### config.mk
export PLATFORM = sky130hd
export DESIGN_NAME = iad_top
export DESIGN_NICKNAME = d
export VERILOG_FILES = /design/src/verilog/iad_pkg.sv /design/src/verilog/iad_align.sv /design/src/verilog/iad_addr_gen.sv /design/src/verilog/iad_top.sv
export VERILOG_INCLUDE_DIRS = /design/src /design/src/verilog
export SDC_FILE = /design/constraint.sdc
export NUM_CORES = 1
export LEC_CHECK = 0
export BUFFER_PORTS_ARGS = -buffer_cell sky130_fd_sc_hd__buf_2
export CAP_MARGIN = 5
export CORE_ASPECT_RATIO = 1.75
export CORE_MARGIN = 1.5
export CORE_UTILIZATION = 52
export CTS_BUF_LIST = sky130_fd_sc_hd__clkbuf_4 sky130_fd_sc_hd__clkbuf_8
export DETAILED_ROUTE_END_ITERATION = 7
export GPL_TIMING_DRIVEN = 0
export MAX_ROUTING_LAYER = met4
export PLACE_DENSITY = 0.82
export SLEW_MARGIN = 25
export SYNTH_ARGS = -nofsm -noshare
export SYNTH_HDL_FRONTEND = slang
export SYNTH_SLANG_ARGS = --single-unit
### constraint.sdc
create_clock -name clk -period 2.6 [get_ports clk]
set_input_delay 0.13 -clock clk [delete_from_list [all_inputs] [get_ports clk]]
set_output_delay 0.13 -clock clk [all_outputs]
set_load 0.1 [all_outputs]
### src/verilog/iad_cfg.svh
// Register offsets, field positions and reset values of the align and decode block.
`ifndef IAD_CFG_SVH
`define IAD_CFG_SVH
`define IAD_OFS_CTRL 4'h0
`define IAD_OFS_STATUS 4'h4
`define IAD_OFS_DECODE 4'h8
`define IAD_OFS_TADDR 4'hC
`define IAD_CTRL_DBL 0
`define IAD_CTRL_SHORT 1
`define IAD_CTRL_RST 2'h0
`define IAD_RESP_OK 2'h0
`define IAD_RESP_ERR 2'h2
`define IAD_LEN_BIT 5
`define IAD_WORD_W 16
`define IAD_TADDR_W 13
`define IAD_ENTRY_W 12
`define IAD_CTRLBITS_W 6
`define IAD_PAR_W 2
`define IAD_RF_W 4
`endif

### src/verilog/iad_pkg.sv
// Types shared by the align and decode block.
`include "iad_cfg.svh"
package iad_pkg;
    typedef enum logic [1:0] {
        ST_IDLE = 2'b00,
        ST_S3 = 2'b01,
        ST_S4 = 2'b10,
        ST_S5 = 2'b11
    } iad_state_t;
    typedef enum logic [2:0] {
        CLS_GEN = 3'b000,
        CLS_SHIFT = 3'b001,
        CLS_SKIP = 3'b010,
        CLS_REG = 3'b011,
        CLS_MEM_A = 3'b100,
        CLS_MEM_V = 3'b101,
        CLS_MEM_C = 3'b110,
        CLS_MEM_D = 3'b111
    } iad_class_t;
    typedef struct packed {
        logic [`IAD_WORD_W-1:0] first;
        logic [`IAD_WORD_W-1:0] second;
    } iad_fetch_t;
    typedef struct packed {
        logic [`IAD_WORD_W-1:0] high;
        logic [`IAD_WORD_W-1:0] low;
    } iad_bus_t;
    typedef struct packed {
        logic [`IAD_PAR_W-1:0] parity;
        logic [`IAD_CTRLBITS_W-1:0] ctrl;
        logic [`IAD_ENTRY_W-1:0] entry;
    } iad_dec_t;
endpackage

### src/verilog/iad_align.sv
// Word swap multiplexers that place opcode and displacement on the bus halves.
`timescale 1ns/1ps
`include "iad_cfg.svh"
module iad_align
    import iad_pkg::*;
(
    input wire iad_fetch_t fetchWords,
    input wire logic [`IAD_WORD_W-1:0] heldWord,
    input wire logic [`IAD_WORD_W-1:0] nextWord,
    input wire logic nextValid,
    input wire logic pcLsb,
    input wire logic isLong,
    input wire iad_bus_t curBus,
    output iad_bus_t busStage3,
    output iad_bus_t busStage5,
    output logic swapNeeded
);
    always_comb begin
        busStage3.high = pcLsb ? fetchWords.second : fetchWords.first; // RULE9
        busStage3.low = pcLsb ? fetchWords.first : fetchWords.second; // RULE4
        busStage5 = curBus;
        if (!pcLsb && !isLong) begin
            busStage5.high = heldWord; // RULE7
        end
        if (!pcLsb && isLong) begin
            busStage5.low = heldWord; // RULE8
        end
        if (pcLsb && isLong && nextValid) begin
            busStage5.low = nextWord; // RULE10
        end
        swapNeeded = (!pcLsb && !isLong) || (pcLsb && isLong); // RULE5
    end
endmodule

### src/verilog/iad_addr_gen.sv
// Decode table address former, one bit pattern per instruction class.
`timescale 1ns/1ps
`include "iad_cfg.svh"
module iad_addr_gen
    import iad_pkg::*;
(
    input wire logic [`IAD_WORD_W-1:0] opcode,
    input wire iad_class_t instrClass,
    input wire logic doubleKeyN,
    input wire logic shortFormat,
    output logic [`IAD_TADDR_W-1:0] tableAddr,
    output logic tagNonzeroFlag
);
    // Opcode bits are numbered 1 to 16 from the most significant end.
    function automatic logic op(input logic [15:0] w, input int n);
        op = w[16-n];
    endfunction

    logic g13;
    logic g14;
    logic [12:1] lookupAddressBits;
    always_comb begin
        // Displacement bits of a short memory format must not steer decode.
        g13 = shortFormat ? 1'b0 : op(opcode, 13); // RULE18
        g14 = shortFormat ? 1'b0 : op(opcode, 14); // RULE18
        tagNonzeroFlag = op(opcode, 10) | op(opcode, 11); // RULE19
        // The leading constant bits split the table into class ranges.
        unique case (instrClass) // RULE16 RULE22
            CLS_GEN: lookupAddressBits = {1'b0, op(opcode, 2),
                op(opcode, 7), op(opcode, 8), opcode[7:0]};
            CLS_SHIFT: lookupAddressBits = {3'h7, 1'b0, opcode[7:4],
                op(opcode, 7), op(opcode, 8), opcode[1:0]};
            CLS_SKIP: lookupAddressBits = {4'hA, opcode[7:0]};
            CLS_REG: lookupAddressBits = {1'b1, op(opcode, 2), 2'h3,
                opcode[7:0]};
            CLS_MEM_A: lookupAddressBits = {1'b1, op(opcode, 2), 1'b0,
                g13, g14, doubleKeyN, 2'h2, op(opcode, 6), op(opcode, 5),
                ~op(opcode, 4), ~op(opcode, 3)};
            CLS_MEM_V: lookupAddressBits = {1'b1, op(opcode, 2), 1'b0,
                g13, g14, 3'h4, op(opcode, 6), op(opcode, 5),
                ~op(opcode, 4), ~op(opcode, 3)};
            CLS_MEM_C: lookupAddressBits = {1'b1, op(opcode, 2), 1'b0,
                tagNonzeroFlag, ~op(opcode, 4), 3'h0, op(opcode, 6),
                op(opcode, 5), ~op(opcode, 1), ~op(opcode, 3)};
            CLS_MEM_D: lookupAddressBits = {1'b1, op(opcode, 2), 1'b0,
                tagNonzeroFlag, op(opcode, 9), 3'h1, op(opcode, 7),
                op(opcode, 8), ~op(opcode, 1), ~op(opcode, 3)};
        endcase
        tableAddr = {doubleKeyN, lookupAddressBits}; // RULE17
    end
endmodule

### src/verilog/iad_top.sv
// Instruction align and decode front end with its AXI4-Lite register slave.
//
// Local design decisions: the AXI4-Lite slave port and the address map.
`timescale 1ns/1ps
`include "iad_cfg.svh"
// Operation
// (RULE1) Take two fetched 16-bit words in stage 2, clock them in at its end.
// (RULE2) Program counter low bit zero means aligned, one means unaligned.
// (RULE3) Present the freshly fetched words on the bus during stage 3.
// (RULE4) Opcode always on bus high half, displacement always on low half.
// (RULE5) Swap when previous instruction was aligned short or unaligned long.
// (RULE6) Length from first control bit for generics, else from address unit; the code reads the control bit for the register class too.
// (RULE7) Aligned fetch holds second word to stage 5; short puts it high.
// (RULE8) Aligned long drives the held word on the low half as displacement.
// (RULE9) Unaligned fetch puts the second word, the opcode, on the high half.
// (RULE10) Unaligned long takes displacement from next fetch onto low half.
// (RULE11) Latch the bus opcode at end of stage 3, register decode at stage 4.
// (RULE12) Entry point addresses control store in stage 5 unless help needed.
// (RULE13) Base and index file addresses clocked at end of stage 4.
// (RULE14) Map opcode in stage 3, read table in stage 4, register entry.
// (RULE15) Table word: 12 entry bits, 6 control bits, 2 parity bits.
// (RULE16) Table addresses are partitioned into ranges by instruction class.
// (RULE17) Table address is 13 bits: twelve class bits plus precision bit.
// (RULE18) Gated opcode bits 13, 14 forced to zero for short displacement.
// (RULE19) Tag flag is zero only when both tag modifier bits are zero.
// (RULE20) Active-low precision key reads zero when precision bit is set.
// (RULE21) First control bit is one for two-word, zero for one-word generic.
// (RULE22) Each class drives every address bit from a constant or a source.
module iad_top
    import iad_pkg::*;
#(
    parameter int ADDR_W = 4
) (
    input wire logic clk,
    input wire logic sys_rst,
    input wire logic fetchValid,
    input wire iad_fetch_t fetchWords,
    input wire logic pcLsb,
    input wire iad_class_t instrClass,
    input wire logic eafLong,
    input wire logic multiStep,
    input wire logic eafHelp,
    input wire iad_dec_t tableData,
    output iad_bus_t busB,
    output logic [`IAD_TADDR_W-1:0] tableAddr,
    output logic [`IAD_ENTRY_W-1:0] csAddr,
    output logic csValid,
    output logic [`IAD_CTRLBITS_W-1:0] ctrlBits,
    output logic [`IAD_RF_W-1:0] baseRf,
    output logic [`IAD_RF_W-1:0] indexRf,
    input wire logic [ADDR_W-1:0] awaddr,
    input wire logic awvalid,
    output logic awready,
    input wire logic [31:0] wdata,
    input wire logic [3:0] wstrb,
    input wire logic wvalid,
    output logic wready,
    output logic [1:0] bresp,
    output logic bvalid,
    input wire logic bready,
    input wire logic [ADDR_W-1:0] araddr,
    input wire logic arvalid,
    output logic arready,
    output logic [31:0] rdata,
    output logic [1:0] rresp,
    output logic rvalid,
    input wire logic rready
);
    iad_state_t stateQ;
    iad_fetch_t fetchQ;
    logic pcLsbQ;
    iad_class_t classQ;
    logic [`IAD_WORD_W-1:0] heldQ;
    logic [`IAD_WORD_W-1:0] opcodeQ;
    iad_dec_t decQ;
    logic swapQ;
    logic longQ;
    logic [1:0] ctrlRegQ;
    iad_bus_t busStage3;
    iad_bus_t busStage5;
    logic swapNeeded;
    logic isLong;
    logic tagNonzeroFlag;
    logic [`IAD_TADDR_W-1:0] addrNext;
    logic doubleKeyN;

    // The double-precision key pin is active low.
    assign doubleKeyN = ~ctrlRegQ[`IAD_CTRL_DBL]; // RULE20
    // Generic and register classes carry their length in the table; others ask the address unit.
    assign isLong = (classQ == CLS_GEN || classQ == CLS_REG) ?
        tableData.ctrl[`IAD_LEN_BIT] : eafLong; // RULE6 RULE21

    iad_align u_align (
        .fetchWords(fetchQ),
        .heldWord(heldQ),
        .nextWord(fetchWords.first),
        .nextValid(fetchValid),
        .pcLsb(pcLsbQ),
        .isLong(isLong),
        .curBus(busB),
        .busStage3(busStage3),
        .busStage5(busStage5),
        .swapNeeded(swapNeeded)
    );

    iad_addr_gen u_addr_gen (
        .opcode(busB.high),
        .instrClass(classQ),
        .doubleKeyN(doubleKeyN),
        .shortFormat(ctrlRegQ[`IAD_CTRL_SHORT]),
        .tableAddr(addrNext),
        .tagNonzeroFlag(tagNonzeroFlag)
    );

    // One beat per stage; a new fetch is taken only from idle.
    always_ff @(posedge clk) begin
        if (sys_rst) begin
            stateQ <= ST_IDLE;
        end else begin
            unique case (stateQ)
                ST_IDLE: stateQ <= fetchValid ? ST_S3 : ST_IDLE;
                ST_S3: stateQ <= ST_S4;
                ST_S4: stateQ <= ST_S5;
                ST_S5: stateQ <= ST_IDLE;
            endcase
        end
    end

    always_ff @(posedge clk) begin
        if (sys_rst) begin
            fetchQ <= '0;
            pcLsbQ <= 1'b0;
            classQ <= CLS_GEN;
            heldQ <= '0;
        end else if (stateQ == ST_IDLE && fetchValid) begin
            fetchQ <= fetchWords; // RULE1
            pcLsbQ <= pcLsb; // RULE2
            classQ <= instrClass;
            if (!pcLsb) begin
                heldQ <= fetchWords.second; // RULE7
            end
        end
    end

    always_ff @(posedge clk) begin
        if (sys_rst) begin
            busB <= '0;
        end else if (stateQ == ST_IDLE && fetchValid) begin
            busB.high <= pcLsb ? fetchWords.second : fetchWords.first; // RULE3
            busB.low <= pcLsb ? fetchWords.first : fetchWords.second; // RULE4
        end else if (stateQ == ST_S4) begin
            busB <= busStage5; // RULE7 RULE8 RULE10
        end
    end

    // Stage 3 maps the latched opcode; stage 4 reads the table.
    always_ff @(posedge clk) begin
        if (sys_rst) begin
            opcodeQ <= '0;
            tableAddr <= '0;
        end else if (stateQ == ST_S3) begin
            opcodeQ <= busB.high; // RULE11
            tableAddr <= addrNext; // RULE14
        end
    end

    always_ff @(posedge clk) begin
        if (sys_rst) begin
            decQ <= '0;
            ctrlBits <= '0;
            baseRf <= '0;
            indexRf <= '0;
            swapQ <= 1'b0;
            longQ <= 1'b0;
        end else if (stateQ == ST_S4) begin
            decQ <= tableData; // RULE11 RULE14 RULE15
            ctrlBits <= tableData.ctrl; // RULE15
            // Register-to-register forms name the file slot in the low bits.
            baseRf <= tagNonzeroFlag ? {2'h3, opcodeQ[11:10]} :
                opcodeQ[3:0]; // RULE13
            indexRf <= {2'h0, opcodeQ[15:14]}; // RULE13
            swapQ <= swapNeeded; // RULE5
            longQ <= isLong; // RULE6
        end
    end

    // Stepping microcode or helped address formation keeps control store.
    always_ff @(posedge clk) begin
        if (sys_rst) begin
            csAddr <= '0;
            csValid <= 1'b0;
        end else if (stateQ == ST_S4) begin
            csAddr <= tableData.entry;
            csValid <= !multiStep && !eafHelp; // RULE12
        end else if (stateQ == ST_S5) begin
            csValid <= 1'b0;
        end
    end

    logic awFullQ;
    logic wFullQ;
    logic [ADDR_W-1:0] awAddrQ;
    logic [31:0] wDataQ;
    logic [3:0] wStrbQ;
    logic doWrite;
    logic awFullD;
    logic wFullD;

    assign doWrite = awFullQ && wFullQ && !bvalid;

    always_comb begin
        awFullD = awFullQ;
        wFullD = wFullQ;
        if (awvalid && awready) begin
            awFullD = 1'b1;
        end
        if (wvalid && wready) begin
            wFullD = 1'b1;
        end
        if (doWrite) begin
            awFullD = 1'b0;
            wFullD = 1'b0;
        end
    end

    always_ff @(posedge clk) begin
        if (sys_rst) begin
            awFullQ <= 1'b0;
            wFullQ <= 1'b0;
            awready <= 1'b0;
            wready <= 1'b0;
            awAddrQ <= '0;
            wDataQ <= '0;
            wStrbQ <= 4'h0;
        end else begin
            awFullQ <= awFullD;
            wFullQ <= wFullD;
            awready <= !awFullD;
            wready <= !wFullD;
            if (awvalid && awready) begin
                awAddrQ <= awaddr;
            end
            if (wvalid && wready) begin
                wDataQ <= wdata;
                wStrbQ <= wstrb;
            end
        end
    end

    always_ff @(posedge clk) begin
        if (sys_rst) begin
            ctrlRegQ <= `IAD_CTRL_RST;
            bvalid <= 1'b0;
            bresp <= `IAD_RESP_OK;
        end else if (doWrite) begin
            bvalid <= 1'b1;
            if (awAddrQ == `IAD_OFS_CTRL) begin
                bresp <= `IAD_RESP_OK;
                if (wStrbQ[0]) begin
                    ctrlRegQ <= wDataQ[1:0];
                end
            end else begin
                bresp <= `IAD_RESP_ERR;
            end
        end else if (bvalid && bready) begin
            bvalid <= 1'b0;
        end
    end

    // Reads of unmapped words answer an error and zero data.
    always_ff @(posedge clk) begin
        if (sys_rst) begin
            arready <= 1'b0;
            rvalid <= 1'b0;
            rdata <= 32'h0000_0000;
            rresp <= `IAD_RESP_OK;
        end else if (arvalid && arready) begin
            arready <= 1'b0;
            rvalid <= 1'b1;
            rresp <= `IAD_RESP_OK;
            unique case (araddr)
                `IAD_OFS_CTRL: rdata <= {30'h0, ctrlRegQ};
                `IAD_OFS_STATUS: rdata <= {24'h0, 2'h0, stateQ, swapQ,
                    longQ, csValid, pcLsbQ};
                `IAD_OFS_DECODE: rdata <= {12'h000, decQ};
                `IAD_OFS_TADDR: rdata <= {19'h0, tableAddr};
                default: begin
                    rdata <= 32'h0000_0000;
                    rresp <= `IAD_RESP_ERR;
                end
            endcase
        end else if (rvalid && rready) begin
            rvalid <= 1'b0;
            arready <= 1'b1;
        end else if (!rvalid) begin
            arready <= 1'b1;
        end
    end
    property p_fetch_take;
        @(posedge clk) disable iff (sys_rst)
        (stateQ == ST_IDLE && fetchValid) |=>
            (stateQ == ST_S3 && fetchQ == $past(fetchWords));
    endproperty
    a_fetch_take: assert property (p_fetch_take) // RULE1
        else $error("Fetch pair not taken at end of stage 2.");
    property p_opcode_high;
        @(posedge clk) disable iff (sys_rst)
        (stateQ == ST_S3) |-> (busB == busStage3);
    endproperty
    a_opcode_high: assert property (p_opcode_high) // RULE9
        else $error("Opcode word not on bus high half in stage 3.");
    property p_walk;
        @(posedge clk) disable iff (sys_rst)
        (stateQ == ST_S3) |=> (stateQ == ST_S4) ##1 (stateQ == ST_S5)
            ##1 (stateQ == ST_IDLE);
    endproperty
    a_walk: assert property (p_walk) // RULE11
        else $error("Stage sequence broken after stage 3.");
    property p_map_addr;
        @(posedge clk) disable iff (sys_rst)
        (stateQ == ST_S3) |=>
            (tableAddr == $past(addrNext) && opcodeQ == $past(busB.high));
    endproperty
    a_map_addr: assert property (p_map_addr) // RULE14
        else $error("Table address not registered at end of stage 3.");
    property p_decode_reg;
        @(posedge clk) disable iff (sys_rst)
        (stateQ == ST_S4) |=> (decQ == $past(tableData) &&
            ctrlBits == $past(tableData.ctrl));
    endproperty
    a_decode_reg: assert property (p_decode_reg) // RULE15
        else $error("Table word not registered at end of stage 4.");
    property p_cs_issue;
        @(posedge clk) disable iff (sys_rst)
        (stateQ == ST_S4 && !multiStep && !eafHelp) |=>
            (csValid && csAddr == $past(tableData.entry)) ##1 !csValid;
    endproperty
    a_cs_issue: assert property (p_cs_issue) // RULE12
        else $error("Entry point not issued for exactly stage 5.");
    property p_aligned_long;
        @(posedge clk) disable iff (sys_rst)
        (stateQ == ST_S4 && !pcLsbQ && isLong) |=>
            (busB.low == $past(heldQ) && swapQ == 1'b0);
    endproperty
    a_aligned_long: assert property (p_aligned_long) // RULE8
        else $error("Held displacement missing on bus low half.");
    property p_aligned_short;
        @(posedge clk) disable iff (sys_rst)
        (stateQ == ST_S4 && !pcLsbQ && !isLong) |=>
            (busB.high == $past(heldQ) && swapQ);
    endproperty
    a_aligned_short: assert property (p_aligned_short) // RULE7
        else $error("Held opcode not swapped onto bus high half.");
    property p_unaligned_long;
        @(posedge clk) disable iff (sys_rst)
        (stateQ == ST_S4 && pcLsbQ && isLong && fetchValid) |=>
            (busB.low == $past(fetchWords.first) && swapQ);
    endproperty
    a_unaligned_long: assert property (p_unaligned_long) // RULE10
        else $error("Next fetch displacement not on bus low half.");

    c_aligned_short: cover property (@(posedge clk) disable iff (sys_rst)
        stateQ == ST_S4 && !pcLsbQ && !isLong);
    c_unaligned_long: cover property (@(posedge clk) disable iff (sys_rst)
        stateQ == ST_S4 && pcLsbQ && isLong && fetchValid);
    c_cs_issue: cover property (@(posedge clk) disable iff (sys_rst)
        stateQ == ST_S5 && csValid);
endmodule

==> key figures <==
Die
  – IO Pins: 224
  – CORE AREA: 12500 sq um
  – Starting Density: 0.5344
  – Die width: 88.68 um
  – DIE HEIGHT: 152.9 um
  – Die area: 13560 sq um
  – Site Rows: 54

Synthesis
  – Syn_area_per_cell: 9.003 sq um
  – Synth cell count leaders: dfxtp_1, mux2i_1, nor2_1
  – Mapped Cells: 742
  – Synth top area cells: dfxtp_1, mux2i_1, buf_4
  – Ys flop type: dfxtp_1
  – Seq/Total Area, Yosys: 0.4255
  – Most common cell in the netlist: dfxtp_1
  – Post-synth EDFFs: 0
  – Post-synth ARST share: 0
  – Share of the synthesized area in the top cell type: 0.4255
  – Yosys top cell by area: dfxtp_1
  – #FFs+latches synth: 142
  – Unique masters post-synth: 53
  – Syn. warnings: 0
  – Synthesized area: 6680 sq um

Min path
  – Startpoint of the worst hold path: multiStep
  – Worst Hold Class: in -> reg

Setup path
  – CP max-delay cell: ha_1
  – CP Launch Type: register
  – CP Cell Sequence: buf_6 -> or2_1 -> a21oi_2 -> mux2i_4 -> ha_1 -> nand2_1 -> buf_2 -> a211oi_1 -> a211oi_1
  – CP max stage delay: 0.33 ns
  – Crit path required time: 2.89 ns
  – R2r startpoint: classQ[1]
  – CP startpoint: classQ[1]
  – CP dominant cell by count: a211oi_1
  – CP Class: reg -> reg
  – Buf/Inv on CP: 2
  – Cell family with most CP delay: compound AO/OA/AOI/OAI gates
  – Worst Setup End Kind: register
  – Worst Path Arrival: 2.78 ns
  – Critical path peak fanout: 10

Power
  – Sequential Power Share: 0.382
  – Net switching power: 2647 uW
  – Net Sw Frac: 0.4046
  – Int Power: 3895 uW
  – Power density over the cells: 745.7 nW/um^2
  – Logic pwr share: 0.337
  – Leakage: 0.003984 uW
  – Worst VDD drop: 0.4310 mV
  – Clock power frac: 0.280

Placed design
  – Post-DP HPWL: 14880 um
  – RD Place Congestion: 0.9780
  – PortBufs: 172
  – Post-DP Area: 7807 sq um

Timing
  – Slew Limit Fails: 0
  – Layout Skew: 0.01229 ns
  – Worst-Margin Slew: 0.7390 ns
  – Hold Slack: 0.01765 ns
  – Final setup viols: 0
  – Final period util: 0.9576
  – Final-report hold violation count: 0
  – Final TNS setup: 0 ns
  – Tmin final: 2.490 ns
  – Fmax: 401.6 MHz
  – Rel. slew slack: 0.5073

Clock network
  – Clk sinks: 142
  – # H-tree levels: 4
  – Worst-skew pair later-pin latency: 0.44 ns
  – Root Buffer: clkbuf_8
  – Clk slew on worst S/H paths: 0.08 ns
  – CTS Buf Count: 17
  – CTS tree: yes
  – Largest buffer count on any clock path: 2

Job
  – Max-cap violations: 0

Route
  – Final wirelength: 19950 um
  – Routed vias/inst: 5.456
  – Vias: 6433
  – Iter 0 DRT Violations: 342
  – Drt drc: 0
  – DRT Pass-1 Iters: 5
  – Remaining antenna violation count after routing: 0
  – WL/cell: 16.92 um

Run status
  – Outcome: finished, final reports clean

Layout
  – Share of layout cells above drive strength 1: 0.2898
  – Design Area, Final: 8772 sq um
  – FF/Latch Area: 2844 sq um
  – Layout area overhead: 31.32%
  – FILL cells: 976
  – Multi-input logic area: 3317 sq um
  – Number of antenna repair diodes: 0
  – Final layout net count: 1117

Global routing
  – Largest net degree at the start of global routing: 17
  – Global route total overflow: 0
  – Via count of the first global-routing pass: 6328
  – Global Route Usage Sum: 0.3056
  – First-pass GRT wire length: 31020 um
  – Initial antenna violation count: 0
## final cells by class
| type | count | share of cell area |
|---|---|---|
| tap | 168 | 0.02396 |
| multi-input combinational | 516 | 0.3781 |
| sequential | 142 | 0.3242 |
| timing repair buffer | 223 | 0.1558 |
| clock buffer | 19 | 0.02838 |
| inverter | 9 | 0.003851 |
| buffer | 89 | 0.06718 |
| clock inverter | 13 | 0.01854 |
## worst min-delay path: stages
cell and delay [ns]:
buf_2 0.07, nor2_1 0.04, a21oi_1 0.13, nor2_1 0.04
## path summary, 6_finish.rpt
path | end | slack [ns] | cells after the start
max | busB[27] | 0.11 | 9
min | csValid | 0.02 | 4
max reg2reg | busB[27] | 0.11 | 9
min reg2reg | rdata[10] | 0.45 | 2
## logic make-up (layout without fill, tap and decap cells)
family,count (synthesis),in the layout,synth area share
AND/OR/NAND/NOR,246,246,0.1641
other,1,16,0.0005614
AO/OA/AOI/OAI,149,149,0.1527
flip-flops,142,142,0.4255
multiplexers,97,97,0.1497
adder cells (fa/ha/maj),8,8,0.01498
buffers and inverters,99,353,0.09253
## metal layers
metal	global-route usage	up-vias	routed length, um
li1	-	3098	-
met1	0.3004	2991	7167
met2	0.5462	269	10770
met3	0.04806	75	1038
met4	0.1756	0	975
met5	-	-	0
## layout by cell type (no fill, tap or decap), drive strengths merged, types with 2 or more instances in the layout
cell,netlist,final
or4,2,2
conb,1,16
and3,18,18
o21ai,19,19
a32oi,2,2
nor3,23,23
o21a,2,2
a221oi,15,15
inv,9,12
nor2,90,90
clkbuf,21,40
mux2,3,3
clkinvlp,0,3
buf,69,242
a21oi,43,43
clkinv,0,4
a22o,2,2
nand2,87,87
dfxtp,142,142
a311oi,4,4
nand2b,2,2
a22oi,9,9
o22ai,2,2
mux4,2,2
bufinv,0,3
nand3,9,9
nor2b,3,3
ha,8,8
nor3b,3,3
nor4,2,2
a2111oi,4,4
mux2i,92,92
a211oi,44,44
dlygate4sd3,0,49
## state kept, by name, indices dropped and copies added (netlist names), 8 cells and up
signal	flops
busB	32
csAddr	12
decQ	8
heldQ	16
opcodeQ	8
rdata	20
tableAddr	13
## repair_timing
action / in CTS / in global routing
setup endpoints to repair: 26 / 21
hold buffers: 49 / 0
gates resized for setup: 3 / 9
pin swaps: 2 / 10
endpoints found under the hold margin: 49 / 0
buffers inserted: 2 / 0
## per-stage QoR
stage	power [uW]	instances	util	setup slack [ns]
2_1_floorplan	4215	757	-	0.3295
3_3_place_gp	4626	1097	0.6246	-0.2677
3_5_place_dp	4649	1097	0.6246	-0.3186
4_1_cts	6522	1180	0.6996	0.008431
5_1_grt	6789	1179	0.7018	-0.009362
6_report	6542	1179	0.7018	0.1102
## power by group through the flow
| stage | clock network (uW) | registers [uW] | logic, uW |
|---|---|---|---|
| floorplan | 0 | 3240 | 975 |
| global placement | 0 | 2540 | 2080 |
| detailed placement | 0 | 2550 | 2100 |
| CTS | 1850 | 2500 | 2180 |
| global route | 1950 | 2520 | 2320 |
| finish | 1830 | 2500 | 2210 |
No activity file was read; power rests on OpenSTA's default activity.
